## src/inc/sbtc_pkg.sv

```systemverilog
// Package for the sixteen-bit timer/counter: register map, control fields,
// reset values and the Wishbone word addressing.
// Assumes a 32-bit classic Wishbone slave port, byte-wide registers at word addresses.
package sbtc_pkg;
  // ==========================================================
  // Register indices (byte address is four times the index)
  localparam logic [7:0] IDX_COUNT_LOW = 8'h0e;
  localparam logic [7:0] IDX_COUNT_HIGH = 8'h0f;
  localparam logic [7:0] IDX_CONTROL = 8'h10;
  localparam logic [7:0] IDX_IRQ_STATUS = 8'h20;
  localparam logic [7:0] IDX_IRQ_MASK = 8'h21;
  localparam int ADDR_LSB = 2;
  // ==========================================================
  // Control field positions
  localparam int CTL_ENABLE = 0;
  localparam int CTL_CLKSEL = 1;
  localparam int CTL_NOSYNC = 2;
  localparam int CTL_OSCEN = 3;
  localparam int CTL_PRE_LO = 4;
  localparam int CTL_PRE_HI = 5;
  localparam logic [7:0] CTL_WR_MASK = 8'h3f;
  localparam logic [7:0] CTL_RESET = 8'h00;
  localparam logic [7:0] BYTE_ZERO = 8'h00;
  localparam logic [15:0] COUNT_RESET = 16'h0000;
  localparam logic [15:0] COUNT_ALL_ONES = 16'hffff;
  localparam logic [15:0] COUNT_ONE = 16'h0001;
  // Interrupt status bit for overflow
  localparam int IRQ_OVF = 0;
  localparam logic [2:0] PRE_ZERO = 3'h0;
  localparam logic [2:0] PRE_ONE = 3'h1;
  // Port B bits that the oscillator takes over
  localparam logic [7:0] PORTB_OSC_PINS = 8'h06;
  localparam logic [31:0] BUS_ZERO = 32'h0000_0000;
endpackage

```

## src/logic/sbtc_prescaler.sv

```systemverilog
// Input prescaler of the timer/counter: passes 1 of every 1, 2, 4 or 8 ticks.
// Assumes tick_i is a one-cycle pulse in the clk_i domain.
`timescale 1ns/10ps
module sbtc_prescaler (
  input wire logic clk_i,
  input wire logic rst_i,
  input wire logic clear_i,
  input wire logic tick_i,
  input wire logic [1:0] select_i,
  output logic tick_o
);
  typedef struct packed {
    logic [2:0] cnt;
  } sbtc_pre_state_t;
  sbtc_pre_state_t st_ff;
  sbtc_pre_state_t nxt_st;
  logic [2:0] limit;

  // ==========================================================
  // Division: code 11 by eight, 10 by four, 01 by two, 00 every tick
  always_comb begin
    case (select_i)
      2'b11: limit = 3'h7;
      2'b10: limit = 3'h3;
      2'b01: limit = 3'h1;
      default: limit = sbtc_pkg::PRE_ZERO;
    endcase
    nxt_st = st_ff;
    tick_o = 1'b0;
    if (clear_i) begin
      nxt_st.cnt = sbtc_pkg::PRE_ZERO;
    end else if (tick_i) begin
      if (st_ff.cnt >= limit) begin
        nxt_st.cnt = sbtc_pkg::PRE_ZERO;
        tick_o = 1'b1;
      end else begin
        nxt_st.cnt = st_ff.cnt + sbtc_pkg::PRE_ONE;
      end
    end
  end

  // State register
  always_ff @(posedge clk_i) begin
    if (rst_i) begin
      st_ff <= '0;
    end else begin
      st_ff <= nxt_st;
    end
  end
endmodule // sbtc_prescaler

```

## src/logic/sbtc_timer.sv

```systemverilog
// Sixteen-bit timer/counter with classic Wishbone register slave.
// Assumes one clock; the external count pin is sampled on clk_i.
//
// Behaviour
// - The count is sixteen bits, a high byte over a low byte.
// - Both count bytes are readable and a write replaces the byte.
// - Rolling from all ones to zero sets the overflow flag.
// - Control bit 0 set lets the counter advance, cleared holds it.
// - Control bit 1 picks instruction-cycle ticks (0) or external rising edges (1).
// - Timer mode counts once per instruction cycle through the prescaler.
// - Control bit 3 enables the low-power oscillator, off otherwise.
// - While the oscillator runs, port B pins 2 and 1 are forced to inputs.
// - In counter mode control bit 2 set counts unsynchronised, clear synchronised.
// - The compare-unit special-event trigger clears the count to zero.
`timescale 1ns/10ps
module sbtc_timer #(
  parameter int INSTR_DIV = 4
) (
  input wire logic clk_i,
  input wire logic rst_i,
  input wire logic wb_cyc_i,
  input wire logic wb_stb_i,
  input wire logic wb_we_i,
  input wire logic [9:0] wb_adr_i,
  input wire logic [3:0] wb_sel_i,
  input wire logic [31:0] wb_dat_i,
  output logic [31:0] wb_dat_o,
  output logic wb_ack_o,
  input wire logic external_count_clock_pin_i,
  input wire logic special_event_trigger_i,
  input wire logic [7:0] port_b_direction_i,
  output logic [7:0] port_b_direction_o,
  output logic low_power_osc_enable_o,
  output logic irq_o
);
  typedef struct packed {
    logic [7:0] count_low_byte;
    logic [7:0] count_high_byte;
    logic [7:0] counter_control;
    logic irq_status;
    logic irq_mask;
    logic ack;
    logic [31:0] rdata;
    logic ext_s1;
    logic ext_s2;
    logic ext_prev;
    logic ext_raw_prev;
    logic [7:0] icyc;
  } sbtc_state_t;
  sbtc_state_t st_ff;
  sbtc_state_t nxt_st;
  logic [15:0] count;
  logic instr_tick;
  logic ext_tick;
  logic src_tick;
  logic pre_tick;
  logic adv;
  logic wr_req;
  logic rd_req;
  logic [7:0] idx;
  logic [7:0] wbyte;
  logic [15:0] count_inc;

  assign count = {st_ff.count_high_byte, st_ff.count_low_byte};
  assign idx = wb_adr_i[9:sbtc_pkg::ADDR_LSB];
  assign wbyte = wb_dat_i[7:0];
  assign wr_req = wb_cyc_i && wb_stb_i && wb_we_i && !st_ff.ack && wb_sel_i[0];
  assign rd_req = wb_cyc_i && wb_stb_i && !wb_we_i && !st_ff.ack;
  assign count_inc = count + sbtc_pkg::COUNT_ONE;

  // ==========================================================
  // Tick sources: instruction cycle is INSTR_DIV clocks
  assign instr_tick = (st_ff.icyc == 8'(INSTR_DIV - 1));
  // Edge of sync path, or of raw sampled pin when unsynchronised
  assign ext_tick = st_ff.counter_control[sbtc_pkg::CTL_NOSYNC]
    ? (external_count_clock_pin_i && !st_ff.ext_raw_prev)
    : (st_ff.ext_s2 && !st_ff.ext_prev);
  assign src_tick = st_ff.counter_control[sbtc_pkg::CTL_CLKSEL] ? ext_tick : instr_tick;

  sbtc_prescaler u_pre (
    .clk_i(clk_i),
    .rst_i(rst_i),
    .clear_i(special_event_trigger_i),
    .tick_i(src_tick),
    .select_i({st_ff.counter_control[sbtc_pkg::CTL_PRE_HI], st_ff.counter_control[sbtc_pkg::CTL_PRE_LO]}),
    .tick_o(pre_tick)
  );
  assign adv = pre_tick && st_ff.counter_control[sbtc_pkg::CTL_ENABLE];

  // ==========================================================
  // Next-state logic: counting, bus writes, flags
  always_comb begin
    nxt_st = st_ff;
    nxt_st.ext_s1 = external_count_clock_pin_i;
    nxt_st.ext_s2 = st_ff.ext_s1;
    nxt_st.ext_prev = st_ff.ext_s2;
    nxt_st.ext_raw_prev = external_count_clock_pin_i;
    nxt_st.icyc = instr_tick ? 8'h00 : st_ff.icyc + 8'h01;
    nxt_st.ack = wb_cyc_i && wb_stb_i && !st_ff.ack;
    // Counter advance; overflow flag set on wrap
    if (adv) begin
      nxt_st.count_low_byte = count_inc[7:0];
      nxt_st.count_high_byte = count_inc[15:8];
    end
    // Trigger clears count and beats a same-cycle advance
    if (special_event_trigger_i) begin
      nxt_st.count_low_byte = sbtc_pkg::BYTE_ZERO;
      nxt_st.count_high_byte = sbtc_pkg::BYTE_ZERO;
    end
    // Software writes take priority over counting
    if (wr_req) begin
      case (idx)
        sbtc_pkg::IDX_COUNT_LOW: nxt_st.count_low_byte = wbyte;
        sbtc_pkg::IDX_COUNT_HIGH: nxt_st.count_high_byte = wbyte;
        sbtc_pkg::IDX_CONTROL: nxt_st.counter_control = wbyte & sbtc_pkg::CTL_WR_MASK;
        sbtc_pkg::IDX_IRQ_STATUS: begin
          if (wbyte[sbtc_pkg::IRQ_OVF]) begin
            nxt_st.irq_status = 1'b0;
          end
        end
        sbtc_pkg::IDX_IRQ_MASK: nxt_st.irq_mask = wbyte[sbtc_pkg::IRQ_OVF];
        default: begin
        end
      endcase
    end
    // Set beats clear so an overflow during a clear is kept
    if (adv && count == sbtc_pkg::COUNT_ALL_ONES) begin
      nxt_st.irq_status = 1'b1;
    end
    // Read data captured with the request
    nxt_st.rdata = sbtc_pkg::BUS_ZERO;
    if (rd_req) begin
      case (idx)
        sbtc_pkg::IDX_COUNT_LOW: nxt_st.rdata[7:0] = st_ff.count_low_byte;
        sbtc_pkg::IDX_COUNT_HIGH: nxt_st.rdata[7:0] = st_ff.count_high_byte;
        sbtc_pkg::IDX_CONTROL: nxt_st.rdata[7:0] = st_ff.counter_control;
        sbtc_pkg::IDX_IRQ_STATUS: nxt_st.rdata[sbtc_pkg::IRQ_OVF] = st_ff.irq_status;
        sbtc_pkg::IDX_IRQ_MASK: nxt_st.rdata[sbtc_pkg::IRQ_OVF] = st_ff.irq_mask;
        default: nxt_st.rdata = sbtc_pkg::BUS_ZERO;
      endcase
    end
  end

  // State register
  always_ff @(posedge clk_i) begin
    if (rst_i) begin
      st_ff <= '0;
    end else begin
      st_ff <= nxt_st;
    end
  end

  // ==========================================================
  // Outputs
  assign wb_ack_o = st_ff.ack;
  assign wb_dat_o = st_ff.rdata;
  assign irq_o = st_ff.irq_status && st_ff.irq_mask;
  // Oscillator power follows bit 3; pins 2:1 forced to input while it runs
  assign low_power_osc_enable_o = st_ff.counter_control[sbtc_pkg::CTL_OSCEN];
  assign port_b_direction_o = low_power_osc_enable_o
    ? (port_b_direction_i | sbtc_pkg::PORTB_OSC_PINS) : port_b_direction_i;
endmodule // sbtc_timer

```

## config.mk

```make
export PLATFORM = sky130hd
export DESIGN_NAME = sbtc_timer
export DESIGN_NICKNAME = d
export VERILOG_FILES = /design/src/inc/sbtc_pkg.sv /design/src/logic/sbtc_prescaler.sv /design/src/logic/sbtc_timer.sv
export SDC_FILE = /design/constraint.sdc
export NUM_CORES = 1
export LEC_CHECK = 0
export BUFFER_PORTS_ARGS = -buffer_cell sky130_fd_sc_hd__buf_2
export CAP_MARGIN = 20
export CORE_ASPECT_RATIO = 0.8
export CORE_MARGIN = 2
export CORE_UTILIZATION = 53
export DETAILED_ROUTE_END_ITERATION = 8
export GPL_TIMING_DRIVEN = 1
export PLACE_DENSITY = 0.82
export SKIP_LAST_GASP = 1
export SLEW_MARGIN = 40
export SYNTH_ARGS = -nofsm -noshare
export SYNTH_HDL_FRONTEND = slang
export SYNTH_HIERARCHICAL = 1
export SYNTH_SLANG_ARGS = --single-unit
```

## constraint.sdc

```tcl
create_clock -name clk_i -period 6.77 [get_ports clk_i]
set_clock_uncertainty 0.2 [all_clocks]
set_input_delay 1.354 -clock clk_i [delete_from_list [all_inputs] [get_ports clk_i]]
set_output_delay 1.354 -clock clk_i [all_outputs]
set_load 0.02 [all_outputs]
```

### Yosys cells after proc, flatten, opt, wreduce, memory -nomap -nowiden

Cells that the tools add are included.

| cells by class | value |
|---|---|
| bitwise gates (word level) | 1 |
| divide/modulo/power cells | 0 |
| multiplexer cells | 20 |
| $add $sub $neg | 3 |
| shift operators | 0 |
| reduce and logical (&&, ||, !) cells | 25 |
| multipliers | 0 |
| eq/ne operators | 10 |
| $lt $le $gt $ge | 1 |

Operators by type and width:

| cell | number |
|---|---|
| $mux 16 | 2 |
| $mux 26 | 1 |
| $pmux 7 s3 | 1 |
| $add 16x1->16 const B | 1 |
| $eq 16x16->1 const B | 1 |
| $eq 8x4->1 const B | 2 |
| $eq 8x6->1 const B | 2 |
| $mux 8 | 2 |
| $logic_and 1x1->1 | 12 |
| $mux 1 | 9 |
| $pmux 3 s3 | 1 |
| $add 8x1->8 const B | 1 |
| $eq 8x2->1 const B | 1 |
| $eq 8x5->1 const B | 1 |
| $mux 3 | 2 |
| $mux 6 | 1 |
| $reduce_bool 2->1 | 3 |
| $reduce_or 2->1 | 3 |
| $pmux 1 s5 | 1 |
| $eq 2x2->1 const B | 2 |
| $logic_not 1->1 | 4 |
| $reduce_and 2->1 | 2 |
| $add 3x1->3 const B | 1 |
| $ge 3x3->1 | 1 |
| 3 further kinds | 3 |

| word-level totals | value |
|---|---|
| memories | 0 |
| latch bits | 0 |
| word-level logic and storage cells | 73 |
| register bits | 71 |
| memory bits (writable) | 0 |
| input port bits | 61 |
| bits in read-only memories | 0 |

### Logic depth before layout (Yosys ltp)

| logic depth | value |
|---|---|
| depth after elaboration | 12 |
| gate-level depth with buffers | 11 |

### Cells and area by module

Netlist, hierarchy kept.

By module, submodules not included:

| module | area an instance (um^2) | cells each | instances |
|---|---|---|---|
| sbtc_timer | 2,429.8 | 283 | 1 |
| sbtc_prescaler | 262.8 | 28 | 1 |

### Least setup slack after synthesis

No wires, ideal clock.

| timing path | value |
|---|---|
| path type | input to output |
| start point | input port port_b_direction_i[1] |
| end point | output port port_b_direction_o[1] |
| stages on the path | 1 |
| data required time | 5.216 ns |
| arrival | 1.674 ns |
| path slack | 3.542 ns |
| path through | or2_2 |

| between the ends | value |
|---|---|
| word-level cells in the longest chain between the ends | 1 |

RTL lines:

| element | RTL line | source |
|---|---|---|
| from (decl) | sbtc_timer.sv:31 | `input wire logic [7:0] port_b_direction_i,` |
| $mux 3 | sbtc_timer.sv:161 | `? (port_b_direction_i \| sbtc_pkg::PORTB_OSC_PINS) : port_b_direction_i;` |
| to (decl) | sbtc_timer.sv:32 | `output logic [7:0] port_b_direction_o,` |

No other way between the ends.

### Final worst setup path

| timing path | value |
|---|---|
| start point | input port port_b_direction_i[2] |
| end point | output port port_b_direction_o[2] |

Same word-level chain as after synthesis.

==> results.yml <==
timing:
  finalHoldViolCount: 0
  fin_crit_sh_pct: 50.4
  rsz0062_at_grt: "no"
  fmax_mhz: 293
  min_period_ns: 3.41
  worst_pin_slew_ns: 0.816
  relSlewSlack_pct: 45.2
  drv_slew: 0
  fin_setup_tns_ns: 0
  setup_slack_ns: 3.36
  setup-violations-final: 0
routing:
  drt_wl_total_um: 5580
  viasPerCell: 5.40
  drc_errors: 0
  dr.pass1.iters: 4
  wl_per_cell_um: 14.1
  vias: 2137
  dr.first_iter.drc_count: 181
  ant_nets: 0
grt:
  grt_pass1_vias: 1926
  track_usage_pct: 20.5
  grt.overflow.total: 0
  grt_max_degree: 35
  antenna_found_initial: 0
  grt_first_pass_wirelength_um: 9160
worst_setup_path:
  crit_chain: "buf_2 -> or2_2 -> buf_2"
  critical_path.startpoint_type: "primary input"
  cp.arrival_ns: 1.86
  end_kind: "output port"
  worstPathRequired_ns: 5.22
  worst_path_most_repeated_cell: "buf_2"
  slowest_stage: "or2_2"
  worstPathMaxFanout: 1
  startpoint: "port_b_direction_i[2]"
  max_stage_delay_ns: 0.26
  reg2reg_from: "st_ff[0]"
  path_class: "in -> out"
synth:
  ys_warn_count: 6
  synth_enable_flop_cells: 0
  synth_flop_cell: "dfxtp_1"
  yosysTopAreaCellShare_pct: 34.9
  synth_area_per_cell_um2: 8.66
  netlist_area_mm2: 0.00269
  syn_inst: 311
  yosysSeqAreaShare_pct: 34.9
  synth_area_leader_cell: "dfxtp_1"
  yosys.cell_count.top_type: "dfxtp_1"
  synth_seq_cells: 47
  synth.area.top_cells: "dfxtp_1 (35%), buf_4 (11%), nor2_1 (5.3%), xnor2_1 (3.6%), mux2i_1 (3.3%)"
  synthTopCellsByCount: "dfxtp_1 (47), buf_4 (38), nor2_1 (38)"
  async_reset_ff_share_pct: 0
  synth_cell_types: 53
floorplan:
  coreArea_mm2: 0.00495
  initial_core_util_pct: 54.4
  io_pins: 104
  die_w_um: 83.7
  rows: 23
  die_h_um: 67.8
  die_area_mm2: 0.00567
clocking:
  numCtsBuffers: 5
  clk_latency_ns: 0.31
  hold_buffers: 0
  cts_root_buffer: "clkbuf_8"
  clk_pin_slew_ns: 0.07
  h-tree-depth: 2
  cts_setup_buffers: 0
  cts_tree: "built"
  cts_buffer_depth: 2
  cts_sinks: 47
  cts_resized: 0
placed_design:
  place_hpwl_um: 4090
  io_buffers: 38
  dp_slack_ns: 3.21
  routabilityCongestion: 0.857
final_layout:
  area_growth_syn_to_layout_pct: 3.95
  layout-drive-gt1-share_pct: 21.3
  antenna_cells: 0
  nNetsFinal: 400
power:
  powerDensity_mw_per_mm2: 177
  peakVddDrop_mv: 0.0929
  leakagePower_uw: 0.00107
run_status:
  status: "completed"
flow_run:
  max_cap_violations: 0
worst_hold_path:
  worstHoldStart: "nxt_st[9]"
  hold_path.class: "reg -> reg"
worst max-delay path: cells and delay by family:
family	cells	cell delay, ns
buffers and inverters	2	0.25
AND/OR/NAND/NOR	1	0.26
where the power goes:
part	internal (uW)	switching (uW)	total (uW)
clock	72.3	95.1	167
sequential	279	2.54	282
combinational	13.4	33.4	46.8
total	365	131	496
layout by cell type, fill, tap and decap left out, types with 2 or more instances in the layout:
master / synthesis / layout
nor2_1: 38 / 38
nand3_1: 15 / 15
mux2_2: 6 / 6
xnor2_1: 11 / 11
inv_1: 6 / 6
or2_2: 4 / 4
xor2_1: 10 / 10
o41ai_1: 3 / 3
nand4_1: 4 / 4
and3_1: 5 / 5
buf_2: 1 / 38
nor3_1: 9 / 9
nand2_1: 23 / 23
nor2b_1: 2 / 2
a21oi_1: 6 / 6
a21oi_2: 2 / 2
nor4b_1: 3 / 3
a22oi_1: 9 / 9
conb_1: 1 / 24
a211oi_1: 2 / 2
o2111ai_1: 3 / 3
o21ai_1: 2 / 2
or3_1: 3 / 3
nor4_1: 3 / 3
ha_1: 6 / 6
o21ai_0: 9 / 9
nor4_4: 2 / 2
nand2b_2: 2 / 2
dfxtp_1: 47 / 47
mux2i_1: 9 / 9
clkbuf_8: 0 / 5
nand3b_1: 3 / 3
logic make-up after synthesis:
logic type / synth area share (%)
XOR/XNOR: 6.83
multiplexers: 5.85
buffers and inverters: 13.2
adder cells (fa/ha/maj): 2.79
flip-flops: 34.9
AO/OA/AOI/OAI: 9.76
other: 0.139
AND/OR/NAND/NOR: 26.5
through the flow:
| step | instance area [um2] | power, uW | hold slack [ns] | std cells | util, % |
|---|---|---|---|---|---|
| floorplan | 2780 | 335 | 0.217 | 334 | - |
| global placement | 2710 | 334 | 0.222 | 388 | 54.8 |
| detailed placement | 2710 | 335 | 0.239 | 388 | 54.8 |
| CTS | 2800 | 501 | 0.250 | 396 | 56.5 |
| global route | 2800 | 517 | 0.273 | 396 | 56.5 |
| finish | 2800 | 496 | 0.244 | 396 | 56.5 |
registers in the layout (all words and copies together), names as in the netlist:
| name | cells |
|---|---|
| count | 16 |
| low_power_osc_enable_o | 1 |
| nxt_st | 1 |
| st_ff | 17 |
| u_pre/st_ff | 3 |
| wb_ack_o | 1 |
| wb_dat_o | 8 |
routing by layer:
| metal | global-route usage, % | share of wire, % |
|---|---|---|
| met5 | 0 | 0 |
| met4 | 7.26 | 0.56 |
| met2 | 30.9 | 45 |
| met3 | 5.75 | 8.6 |
| met1 | 28.3 | 46 |
final timing paths:
path,endpoint,slack (ns),cells after the start
max,port_b_direction_o[2],3.36,3
min,st_ff[9],0.24,2
max reg2reg,count[7],3.55,10
min reg2reg,st_ff[9],0.24,2
cell type report:
cell class | count | area (um2)
fill | 428 | 2150
multi-input combinational | 235 | 1480
sequential | 47 | 941
timing repair buffer | 38 | 190
tap | 62 | 77.6
clock buffer | 6 | 72.6
inverter | 6 | 22.5
clock inverter | 2 | 12.5
Note: power is estimated with default switching activity, not from simulation.
